**src/core/pll_ctr_pkg.sv**
```systemverilog
// Package for the oscillator divider and phase counter block.
// Holds register offsets, field positions, reset values and the mode encoding.
// Assumes a 32-bit classic Wishbone slave with byte addresses.
package pll_ctr_pkg;

   // ----------------------------------------------------------------
   // Register offsets (byte addresses)
   // ----------------------------------------------------------------
   localparam logic [7:0] OFS_CONTROL = 8'h00;
   localparam logic [7:0] OFS_LOOP = 8'h04;
   localparam logic [7:0] OFS_OUT0 = 8'h08;
   localparam logic [7:0] OFS_OUT1 = 8'h0C;
   localparam logic [7:0] OFS_OUT2 = 8'h10;
   localparam logic [7:0] OFS_LOCK_COUNT = 8'h14;
   localparam logic [7:0] OFS_STATUS = 8'h18;
   localparam logic [7:0] OFS_IRQ_STATUS = 8'h1C;
   localparam logic [7:0] OFS_IRQ_MASK = 8'h20;

   // ----------------------------------------------------------------
   // Field positions
   // ----------------------------------------------------------------
   localparam int CTL_ENABLE = 0;
   localparam int CTL_LOOP_RESET = 1;
   localparam int CTL_MODE_LSB = 2;
   localparam int CTL_COMP_SEL_LSB = 4;
   localparam int LOOP_PRESCALE_LSB = 0;
   localparam int LOOP_MULT_LSB = 8;
   localparam int CFG_HIGH_LSB = 0;
   localparam int CFG_LOW_LSB = 8;
   localparam int CFG_TAP_LSB = 16;
   localparam int CFG_INIT_LSB = 24;
   localparam int ST_RAW_LOCK = 0;
   localparam int ST_GATED_LOCK = 1;
   localparam int ST_RUNNING = 2;
   localparam int IRQ_LOCK_GAINED = 0;
   localparam int IRQ_LOCK_LOST = 1;

   // ----------------------------------------------------------------
   // Limits, reset values, interrupt bit mask
   // ----------------------------------------------------------------
   localparam int PRESCALE_MAX = 4;
   localparam int MULT_MAX = 32;
   localparam int POST_MAX = 32;
   localparam int NUM_TAPS = 8;
   localparam logic [31:0] RST_CONTROL = 32'h0000_0000;
   localparam logic [31:0] RST_LOOP = 32'h0000_0101;
   localparam logic [31:0] RST_OUT = 32'h0100_0101;
   localparam logic [31:0] RST_LOCK_COUNT = 32'h0000_0010;
   localparam logic [1:0] IRQ_BITS_MASK = 2'h3;

   // Feedback compensation modes
   typedef enum logic [1:0] {
      MODE_NORMAL,
      MODE_ZERO_DELAY,
      MODE_NO_COMP,
      MODE_SOURCE_SYNC
   } comp_mode_t;

endpackage

```
**src/core/div_cfg_if.sv**
```systemverilog
// Interface carrying one counter's programming from the register file to a divider.
// Assumes the register file drives it and one divider reads it.
`timescale 1ns/1ps
`default_nettype none
interface div_cfg_if;
   logic [5:0] high_half;   // High time in half oscillator cycles
   logic [5:0] low_half;    // Low time in half oscillator cycles
   logic [2:0] tap;         // Oscillator phase tap
   logic [5:0] initial_val; // Counter starting value S
   modport src (output high_half, output low_half, output tap, output initial_val);
   modport sink (input high_half, input low_half, input tap, input initial_val);
endinterface
`default_nettype wire

```
**src/core/phase_divider.sv**
```systemverilog
// One phase-tapped high/low counter with a programmable start delay.
// Assumes a free running three-bit phase ring: one oscillator cycle is eight clocks.
`timescale 1ns/1ps
`default_nettype none
module phase_divider (
   input wire logic i_clock,
   input wire logic i_nrst,
   input wire logic i_run,
   input wire logic [2:0] i_phase,
   div_cfg_if.sink cfg,
   output logic o_clk
);
   import pll_ctr_pkg::*;

   typedef enum logic [1:0] {DIV_IDLE, DIV_WAIT, DIV_HIGH, DIV_LOW} div_state_t;
   div_state_t state_reg;
   logic [6:0] cnt_reg;
   logic half_tick;

   // Half-cycle tick on the chosen tap and its opposite phase
   assign half_tick = (i_phase == cfg.tap) || (i_phase == (cfg.tap ^ 3'h4));

   // ----------------------------------------------------------------
   // Counter sequence
   // ----------------------------------------------------------------
   always_ff @(posedge i_clock) begin
      if (!i_nrst || !i_run) begin
         state_reg <= DIV_IDLE;
         cnt_reg <= 7'h00;
      end else begin
         case (state_reg)
            DIV_IDLE: begin
               // Start delay of S-1 oscillator cycles, counted in half cycles
               if (cfg.initial_val <= 6'h01) begin
                  state_reg <= DIV_HIGH;
                  cnt_reg <= {1'b0, cfg.high_half};
               end else begin
                  state_reg <= DIV_WAIT;
                  cnt_reg <= {cfg.initial_val - 6'h01, 1'b0};
               end
            end
            DIV_WAIT: begin
               if (half_tick) begin
                  if (cnt_reg <= 7'h01) begin
                     state_reg <= DIV_HIGH;
                     cnt_reg <= {1'b0, cfg.high_half};
                  end else begin
                     cnt_reg <= cnt_reg - 7'h01;
                  end
               end
            end
            DIV_HIGH: begin
               if (half_tick) begin
                  if (cnt_reg > 7'h01) begin
                     cnt_reg <= cnt_reg - 7'h01;
                  end else if (cfg.low_half == 6'h00) begin
                     cnt_reg <= {1'b0, cfg.high_half}; // Zero low time holds high
                  end else begin
                     state_reg <= DIV_LOW;
                     cnt_reg <= {1'b0, cfg.low_half};
                  end
               end
            end
            DIV_LOW: begin
               if (half_tick) begin
                  if (cnt_reg > 7'h01) begin
                     cnt_reg <= cnt_reg - 7'h01;
                  end else begin
                     state_reg <= DIV_HIGH;
                     cnt_reg <= {1'b0, cfg.high_half};
                  end
               end
            end
            default: begin
               state_reg <= DIV_IDLE;
               cnt_reg <= 7'h00;
            end
         endcase
      end
   end

   // Output straight from a flop, low outside the high phase
   always_ff @(posedge i_clock) begin
      if (!i_nrst || !i_run) begin
         o_clk <= 1'b0;
      end else begin
         o_clk <= (state_reg == DIV_HIGH);
      end
   end
endmodule
`default_nettype wire

```
**src/core/lock_gate.sv**
```systemverilog
// Gated lock counter: holds lock low for a programmed count of input clock transitions.
// Assumes a one-clock transition strobe from a synchronised reference input.
`timescale 1ns/1ps
`default_nettype none
module lock_gate #(
   parameter int COUNT_BITS = 20
) (
   input wire logic i_clock,
   input wire logic i_nrst,
   input wire logic i_run,
   input wire logic i_transition,
   input wire logic i_raw_lock,
   input wire logic [COUNT_BITS-1:0] i_target,
   output logic o_gated
);
   logic [COUNT_BITS-1:0] count_reg;
   logic done;

   assign done = (count_reg >= i_target);

   // Counter restarts whenever the loop is not running
   always_ff @(posedge i_clock) begin
      if (!i_nrst || !i_run) begin
         count_reg <= '0;
      end else if (i_transition && !done) begin
         count_reg <= count_reg + 1'b1;
      end
   end

   always_ff @(posedge i_clock) begin
      if (!i_nrst || !i_run) begin
         o_gated <= 1'b0;
      end else begin
         o_gated <= done && i_raw_lock;
      end
   end
endmodule
`default_nettype wire

```
**src/core/pll_counters.sv**
```systemverilog
// Digital counter section of a clock synthesiser: prescale, feedback, three post-scale
// counters, fine and coarse phase shift, compensation mode, lock and a Wishbone slave.
// Assumes i_clock is the oscillator's tap clock: eight clocks make one oscillator cycle.
`timescale 1ns/1ps
`default_nettype none
module pll_counters #(
   parameter int NUM_OUT = 3,
   parameter int LOCK_BITS = 20
) (
   input wire logic i_clock,
   input wire logic i_nrst,
   input wire logic i_ref_clk,
   input wire logic i_wb_cyc,
   input wire logic i_wb_stb,
   input wire logic i_wb_we,
   input wire logic [7:0] i_wb_adr,
   input wire logic [3:0] i_wb_sel,
   input wire logic [31:0] i_wb_dat,
   output logic [31:0] o_wb_dat,
   output logic o_wb_ack,
   output logic [NUM_OUT-1:0] o_global_clk,
   output logic o_ext_clk,
   output logic o_ref_tick,
   output logic o_locked,
   output logic o_gated_locked,
   output logic o_irq
);
   import pll_ctr_pkg::*;

   // Refuse widths the register map and mode decode cannot serve
   if (NUM_OUT != 3 || LOCK_BITS < 1 || LOCK_BITS > 32) begin : g_bad_cfg
      $error("pll_counters: unsupported NUM_OUT or LOCK_BITS");
   end

   // ----------------------------------------------------------------
   // Register file
   // ----------------------------------------------------------------
   logic [31:0] control_reg;
   logic [31:0] loop_reg;
   logic [31:0] out_cfg_reg [NUM_OUT];
   logic [31:0] lock_count_reg;
   logic [1:0] irq_status_reg;
   logic [1:0] irq_mask_reg;
   logic access;
   logic wr;
   logic [1:0] irq_event;

   // Byte lane merge used by every writable register except the interrupt mask and status
   function automatic logic [31:0] merge(input logic [31:0] old, input logic [31:0] din,
                                         input logic [3:0] sel);
      logic [31:0] res;
      res = old;
      for (int b = 0; b < 4; b++) begin
         if (sel[b]) begin
            res[b*8 +: 8] = din[b*8 +: 8];
         end
      end
      return res;
   endfunction

   assign access = i_wb_cyc && i_wb_stb && !o_wb_ack;
   assign wr = access && i_wb_we;

   // Ack one cycle after the request, dropped the cycle after
   always_ff @(posedge i_clock) begin
      if (!i_nrst) begin
         o_wb_ack <= 1'b0;
      end else begin
         o_wb_ack <= access;
      end
   end

   // Control and configuration writes
   always_ff @(posedge i_clock) begin
      if (!i_nrst) begin
         control_reg <= RST_CONTROL;
         loop_reg <= RST_LOOP;
         lock_count_reg <= RST_LOCK_COUNT;
         irq_mask_reg <= 2'h0;
         for (int k = 0; k < NUM_OUT; k++) begin
            out_cfg_reg[k] <= RST_OUT;
         end
      end else if (wr) begin
         case (i_wb_adr)
            OFS_CONTROL: control_reg <= merge(control_reg, i_wb_dat, i_wb_sel);
            OFS_LOOP: loop_reg <= merge(loop_reg, i_wb_dat, i_wb_sel);
            OFS_OUT0: out_cfg_reg[0] <= merge(out_cfg_reg[0], i_wb_dat, i_wb_sel);
            OFS_OUT1: out_cfg_reg[1] <= merge(out_cfg_reg[1], i_wb_dat, i_wb_sel);
            OFS_OUT2: out_cfg_reg[2] <= merge(out_cfg_reg[2], i_wb_dat, i_wb_sel);
            OFS_LOCK_COUNT: lock_count_reg <= merge(lock_count_reg, i_wb_dat, i_wb_sel);
            OFS_IRQ_MASK: irq_mask_reg <= i_wb_sel[0] ? i_wb_dat[1:0] : irq_mask_reg;
            default: begin
            end
         endcase
      end
   end

   // ----------------------------------------------------------------
   // Loop control and reference path
   // ----------------------------------------------------------------
   logic run;
   logic [2:0] phase_reg;
   logic ref_sync1_reg;
   logic ref_sync2_reg;
   logic ref_last_reg;
   logic ref_rise;
   logic ref_transition;
   logic [2:0] prescale_cnt_reg;
   logic [2:0] prescale;
   logic [5:0] mult;
   comp_mode_t mode;
   logic [1:0] comp_sel;

   assign run = control_reg[CTL_ENABLE] && !control_reg[CTL_LOOP_RESET];
   assign mode = comp_mode_t'(control_reg[CTL_MODE_LSB +: 2]);
   assign comp_sel = control_reg[CTL_COMP_SEL_LSB +: 2];
   // Out of range values clamp, so a bad write never stalls a counter
   assign prescale = (loop_reg[LOOP_PRESCALE_LSB +: 3] == 3'h0) ? 3'h1 :
                     (loop_reg[LOOP_PRESCALE_LSB +: 3] > 3'(PRESCALE_MAX)) ?
                     3'(PRESCALE_MAX) : loop_reg[LOOP_PRESCALE_LSB +: 3];
   assign mult = (loop_reg[LOOP_MULT_LSB +: 6] == 6'h00) ? 6'h01 :
                 (loop_reg[LOOP_MULT_LSB +: 6] > 6'(MULT_MAX)) ?
                 6'(MULT_MAX) : loop_reg[LOOP_MULT_LSB +: 6];

   // Free running phase ring: eight taps per oscillator cycle
   always_ff @(posedge i_clock) begin
      if (!i_nrst) begin
         phase_reg <= 3'h0;
      end else begin
         phase_reg <= phase_reg + 3'h1;
      end
   end

   // Reference pin crosses in through two flops before any edge logic
   always_ff @(posedge i_clock) begin
      if (!i_nrst) begin
         ref_sync1_reg <= 1'b0;
         ref_sync2_reg <= 1'b0;
         ref_last_reg <= 1'b0;
      end else begin
         ref_sync1_reg <= i_ref_clk;
         ref_sync2_reg <= ref_sync1_reg;
         ref_last_reg <= ref_sync2_reg;
      end
   end

   assign ref_rise = ref_sync2_reg && !ref_last_reg;
   assign ref_transition = ref_sync2_reg != ref_last_reg;

   // Prescale divider: one reference tick per n input clock periods
   always_ff @(posedge i_clock) begin
      if (!i_nrst || !run) begin
         prescale_cnt_reg <= 3'h0;
         o_ref_tick <= 1'b0;
      end else begin
         o_ref_tick <= 1'b0;
         if (ref_rise) begin
            if (prescale_cnt_reg + 3'h1 >= prescale) begin
               prescale_cnt_reg <= 3'h0;
               o_ref_tick <= 1'b1;
            end else begin
               prescale_cnt_reg <= prescale_cnt_reg + 3'h1;
            end
         end
      end
   end

   // ----------------------------------------------------------------
   // Counters: three post-scale outputs and the feedback counter
   // ----------------------------------------------------------------
   div_cfg_if out_cfg[NUM_OUT] ();
   div_cfg_if fb_cfg ();
   logic [NUM_OUT-1:0] div_clk;
   logic fb_clk;
   logic fb_last_reg;
   logic [2:0] fb_tap;
   logic [5:0] fb_init;

   generate
      for (genvar g = 0; g < NUM_OUT; g++) begin : g_out
         // High and low in half cycles give a duty step of 50% over the division
         assign out_cfg[g].high_half = out_cfg_reg[g][CFG_HIGH_LSB +: 6];
         assign out_cfg[g].low_half = out_cfg_reg[g][CFG_LOW_LSB +: 6];
         assign out_cfg[g].tap = out_cfg_reg[g][CFG_TAP_LSB +: 3];
         assign out_cfg[g].initial_val = out_cfg_reg[g][CFG_INIT_LSB +: 6];
         phase_divider u_div (
            .i_clock(i_clock),
            .i_nrst(i_nrst),
            .i_run(run),
            .i_phase(phase_reg),
            .cfg(out_cfg[g]),
            .o_clk(div_clk[g])
         );
      end
   endgenerate

   // Feedback follows the compensated output's tap and start so that output aligns
   always_comb begin
      fb_tap = loop_reg[CFG_TAP_LSB +: 3];
      fb_init = loop_reg[CFG_INIT_LSB +: 6];
      case (mode)
         MODE_NORMAL: begin
            if (comp_sel < 2'(NUM_OUT)) begin
               fb_tap = out_cfg_reg[comp_sel][CFG_TAP_LSB +: 3];
               fb_init = out_cfg_reg[comp_sel][CFG_INIT_LSB +: 6];
            end
         end
         MODE_ZERO_DELAY: begin
            fb_tap = out_cfg_reg[2][CFG_TAP_LSB +: 3];
            fb_init = out_cfg_reg[2][CFG_INIT_LSB +: 6];
         end
         default: begin
            // No compensation and source synchronous keep the feedback's own phase
         end
      endcase
   end

   // Feedback period is m oscillator cycles: m half cycles high, m low
   assign fb_cfg.high_half = mult;
   assign fb_cfg.low_half = mult;
   assign fb_cfg.tap = fb_tap;
   assign fb_cfg.initial_val = fb_init;

   phase_divider u_fb (
      .i_clock(i_clock),
      .i_nrst(i_nrst),
      .i_run(run),
      .i_phase(phase_reg),
      .cfg(fb_cfg),
      .o_clk(fb_clk)
   );

   // Outputs leave through flops; the third feeds global and the pin together
   always_ff @(posedge i_clock) begin
      if (!i_nrst || !run) begin
         o_global_clk <= '0;
         o_ext_clk <= 1'b0;
      end else begin
         o_global_clk <= div_clk;
         o_ext_clk <= div_clk[2];
      end
   end

   // ----------------------------------------------------------------
   // Lock detection: exactly one feedback edge per reference tick
   // ----------------------------------------------------------------
   logic [1:0] fb_count_reg;
   logic gated_last_reg;
   logic gated;

   always_ff @(posedge i_clock) begin
      if (!i_nrst || !run) begin
         fb_last_reg <= 1'b0;
         fb_count_reg <= 2'h0;
         o_locked <= 1'b0;
      end else begin
         fb_last_reg <= fb_clk;
         if (o_ref_tick) begin
            o_locked <= (fb_count_reg == 2'h1);
            fb_count_reg <= (fb_clk && !fb_last_reg) ? 2'h1 : 2'h0;
         end else if (fb_clk && !fb_last_reg && fb_count_reg != 2'h3) begin
            fb_count_reg <= fb_count_reg + 2'h1;
         end
      end
   end

   lock_gate #(.COUNT_BITS(LOCK_BITS)) u_lock (
      .i_clock(i_clock),
      .i_nrst(i_nrst),
      .i_run(run),
      .i_transition(ref_transition),
      .i_raw_lock(o_locked),
      .i_target(lock_count_reg[LOCK_BITS-1:0]),
      .o_gated(gated)
   );

   always_ff @(posedge i_clock) begin
      if (!i_nrst) begin
         o_gated_locked <= 1'b0;
         gated_last_reg <= 1'b0;
      end else begin
         o_gated_locked <= gated;
         gated_last_reg <= gated;
      end
   end

   // ----------------------------------------------------------------
   // Interrupts: sticky, write one to clear, set beats clear
   // ----------------------------------------------------------------
   assign irq_event = {gated_last_reg && !gated, gated && !gated_last_reg};

   always_ff @(posedge i_clock) begin
      if (!i_nrst) begin
         irq_status_reg <= 2'h0;
      end else if (wr && i_wb_adr == OFS_IRQ_STATUS && i_wb_sel[0]) begin
         irq_status_reg <= (irq_status_reg & ~i_wb_dat[1:0]) | irq_event;
      end else begin
         irq_status_reg <= irq_status_reg | irq_event;
      end
   end

   always_ff @(posedge i_clock) begin
      if (!i_nrst) begin
         o_irq <= 1'b0;
      end else begin
         o_irq <= |(irq_status_reg & irq_mask_reg & IRQ_BITS_MASK);
      end
   end

   // Read data registered with the ack; unmapped offsets read zero
   always_ff @(posedge i_clock) begin
      if (!i_nrst) begin
         o_wb_dat <= 32'h0000_0000;
      end else if (access && !i_wb_we) begin
         case (i_wb_adr)
            OFS_CONTROL: o_wb_dat <= {26'h0, control_reg[5:0]};
            OFS_LOOP: o_wb_dat <= loop_reg & 32'h3F07_3F07;
            OFS_OUT0: o_wb_dat <= out_cfg_reg[0] & 32'h3F07_3F3F;
            OFS_OUT1: o_wb_dat <= out_cfg_reg[1] & 32'h3F07_3F3F;
            OFS_OUT2: o_wb_dat <= out_cfg_reg[2] & 32'h3F07_3F3F;
            OFS_LOCK_COUNT: o_wb_dat <= {12'h000, lock_count_reg[19:0]};
            OFS_STATUS: o_wb_dat <= {29'h0, run, o_gated_locked, o_locked};
            OFS_IRQ_STATUS: o_wb_dat <= {30'h0, irq_status_reg};
            OFS_IRQ_MASK: o_wb_dat <= {30'h0, irq_mask_reg};
            default: o_wb_dat <= 32'h0000_0000;
         endcase
      end
   end
endmodule
`default_nettype wire

```
**config.mk**
```make
export PLATFORM = sky130hd
export DESIGN_NAME = pll_counters
export DESIGN_NICKNAME = d
export VERILOG_FILES = /design/src/core/pll_ctr_pkg.sv /design/src/core/div_cfg_if.sv /design/src/core/phase_divider.sv /design/src/core/lock_gate.sv /design/src/core/pll_counters.sv
export SDC_FILE = /design/constraint.sdc
export NUM_CORES = 1
export LEC_CHECK = 0
export BUFFER_PORTS_ARGS = -buffer_cell sky130_fd_sc_hd__buf_2
export CAP_MARGIN = 10
export CORE_MARGIN = 5
export CORE_UTILIZATION = 30
export CTS_CLUSTER_SIZE = 30
export DETAILED_ROUTE_END_ITERATION = 6
export PLACE_DENSITY = 0.51
export SYNTH_ARGS = -nofsm -noshare
export SYNTH_HDL_FRONTEND = slang
export SYNTH_SLANG_ARGS = --single-unit
```
**constraint.sdc**
```tcl
create_clock -name i_clock -period 2.3 [get_ports i_clock]
set_input_delay 0.46 -clock i_clock [delete_from_list [all_inputs] [get_ports i_clock]]
set_output_delay 0.46 -clock i_clock [all_outputs]
set_load 0.01 [all_outputs]
```
==> flow_metrics.tcl <==
set metrics [dict create \
    status "finished, violations left" \
    violations "setup timing" \
    globalRouteMet3Util 0.0319 \
    yosys.area.top_type "dfxtp_1" \
    synth_area_mm2 0.0123 \
    ys_seq_area_frac 0.409 \
    finalSetupViolations 5 \
    antenna_left 0 \
    crit_path_max_fanout 6 \
    relSlewSlack 0.487 \
    grt_setup_unrepaired "true" \
    wl_per_cell_um 18.9 \
    avgViaCountPerCell 5.13 \
    p_int_w 0.00691 \
    maxCapViolCount 0 \
    dr.pass1.iters 6 \
    finalHoldViolCount 0 \
    hold_class "input pin to flip-flop" \
    drive_above_1_share 0.247 \
    fp.dieW_um 212 \
    num_vias 11000 \
    cts_tree "built" \
    use_met1 0.235 \
    grt-busiest-layer "met2" \
    insertion_delay_ps 550 \
    cp_common_cell "or2_4" \
    tightestPinTransition_ps 768 \
    hold_buffers 0 \
    rows 74 \
    worstPathRequired_ps 2770 \
    netlist_top_cells_area "dfxtp_1, edfxtp_1, mux2i_1" \
    crit_family "simple AND/OR/NAND/NOR gates" \
    regArea_mm2 0.00505 \
    ios 91 \
    areaGrowthSynthToFinish_pct 27.7 \
    die_area_mm2 0.0450 \
    multi_input_area_mm2 0.00706 \
    clk_pin_slew_worst_paths_ps 60 \
    fmax_ghz 0.419 \
    p_per_area_mw_per_mm2 577 \
    async_reset_ff_frac 0 \
    post-route-period-util 1.04 \
    initial_core_util 0.301 \
    grtUsageMet2 0.293 \
    synth_ff_type "dfxtp_1" \
    drt_wl_total_mm 40.4 \
    start_kind "flip-flop" \
    switching_share 0.233 \
    setup_ws_ps -88.2 \
    hpwlAfterDp_mm 31.4 \
    p_leak_nw 6.07 \
    sequentialPowerShare 0.451 \
    comb_power_share 0.069 \
    place.gp.congestion 0.903 \
    cpPeakStageDelay_ps 360 \
    synth-edff-count 63 \
    crit_type "flip-flop to flip-flop" \
    cts-buffers-inserted 26 \
    grt_usage 0.177 \
    path_cells "and3b_2 > or2_4 > a221oi_4 > inv_1 > ha_2 > or2_4 > o2111ai_4 > mux2i_1 > o21ai_1 > a211oi_1" \
    setup_tns_ps -261 \
    core_area_mm2 0.0406 \
    placed_area_mm2 0.0142 \
    cp_num_buf_inv 1 \
    dp_slack_ps -429 \
    port-buffer-count 78 \
    report.final.slew_viol_count 0 \
    grt_start_max_net_pins 47 \
    netlist_instances 1386 \
    critPathCaptureType "flip-flop" \
    antenna_found_initial 4 \
    cts-root-buf "clkbuf_16" \
    ys_ff_latch 219 \
    ctsHtreeMaxLevel 1 \
    largest_register_ffs 63 \
    post-route-min-period_ps 2390 \
    ir_drop_mv 0.536 \
    cts.sinks 219 \
    synth_top_area_frac 0.255 \
    p_clk_frac 0.480 \
    grt_pass1_wl_mm 62.2 \
    critical_path.slowest_cell "dfxtp_4" \
    p_sw_w 0.00211 \
    finClkSkew_ps 16.8 \
    fill_cells 4119 \
    syn-mean-instance-area_um2 8.84 \
    synth_cell_types 78 \
    arrival_ps 2860 \
    grt_pass1_vias 10600 \
    fin_nets 1685 \
    die_h_um 212 \
    drc 0 \
    finish.utilization 0.385 \
    first_iter_violations 839 \
    yosysWarningCount 0 \
    clock_path_buffers 3 \
    grt-ovfl-total 0 \
    final_cell_area_mm2 0.0156 \
]
[Yosys cell counts (6+ instances only)]
library cell  instances
buf_2                 7
a21oi_1              79
a211oi_1             16
nor3b_1               7
mux2i_1              72
o31ai_1               6
nand3_1              47
o22ai_1              17
and3_1               14
o211ai_1              6
inv_1                68
o21ai_0              73
a31oi_1               9
nand2b_1             14
or2_2                 8
nand4_1               6
or3_1                19
ha_1                 45
and2_1               34
a22oi_1              14
mux2_2                9
nor2_1              106
clkbuf_1             54
nor3_1               44
dfxtp_1             156
buf_4                 7
edfxtp_1             63
xor2_1               12
or4_1                 7
nor4_1                8
a221oi_1             14
xnor2_1              33
nor2b_1              46
a21boi_0             47
nand2_1             132
[what timing repair did]
item                                    CTS  global route
pin swaps                                 8            28
resized for setup                        32            70
endpoints found under the setup margin   24            39
endpoints found under the hold margin     0             0
cloned                                    1             1
buffers inserted                          6             5
[through the flow]
step                power [W]  hold WS, ps  cells
detailed placement    0.00475          410   2080
global route          0.00933          125   2142
global placement      0.00475          406   2080
CTS                   0.00912          105   2133
floorplan             0.00446          412   1391
finish                0.00902          127   2143
[logic make-up after synthesis]
kind of cell | share of synthesized area
adders and majority gates | 0.0460
AOI/OAI and AO/OA | 0.188
and+or+nand+nor | 0.207
other | 0.000306
DFF | 0.409
xor gates and xnor gates | 0.0322
muxes | 0.0683
buffers and inverters | 0.0488
[power groups by stage]
stage | registers, W | clock network (W) | logic, W
floorplan | 0.00412 | 0 | 0.000337
global placement | 0.00416 | 0 | 0.000593
detailed placement | 0.00416 | 0 | 0.000596
CTS | 0.00407 | 0.00444 | 0.000605
global route | 0.00407 | 0.00459 | 0.000670
finish | 0.00407 | 0.00433 | 0.000623
[path summary, 6_finish.rpt]
| kind | startpoint | depth (start not counted) | slack (ps) | endpoint |
|---|---|---|---|---|
| hold reg to reg | g_out[2].u_div.state_reg[0] | 1 | 420 | g_out[2].u_div.o_clk |
| hold / removal | i_ref_clk | 2 | 130 | ref_sync1_reg |
| setup / recovery | control_reg[4] | 10 | -90 | u_fb.cnt_reg[2] |
| setup reg to reg | control_reg[4] | 10 | -90 | u_fb.cnt_reg[2] |
[metal layers]
metal | up-vias | routed length, um
met4 | 2 | 1150
met2 | 327 | 18900
li1 | 5373 | -
met3 | 73 | 2490
met1 | 5220 | 17900
met5 | - | 7
[placed cells by master, fill, tap and decap left out, types with 13 or more instances in the layout]
master,netlist,layout
nor2b_1,46,44
o21ai_0,73,68
edfxtp_1,63,63
and3_1,14,14
a21boi_0,47,41
or3_1,19,16
nand2b_1,14,13
a22oi_1,14,14
a21oi_1,79,72
and2_1,34,34
dfxtp_1,156,140
buf_4,7,153
nand3_1,47,45
buf_2,7,79
nand2_1,132,131
ha_1,45,36
mux2i_1,72,72
o22ai_1,17,17
xnor2_1,33,32
clkbuf_16,0,28
nor3_1,44,40
inv_1,68,64
nor2_1,106,106
[layout make-up]
class	count	share of cell area
well taps	532	0.0425
flip-flops and latches	219	0.323
multi-input cells	1030	0.451
clock inverters	10	0.00792
diodes	3	0.000480
clock buffers	36	0.0493
inverters	68	0.0165
repair buffers	245	0.109
Note: power is estimated with default switching activity, not from simulation.
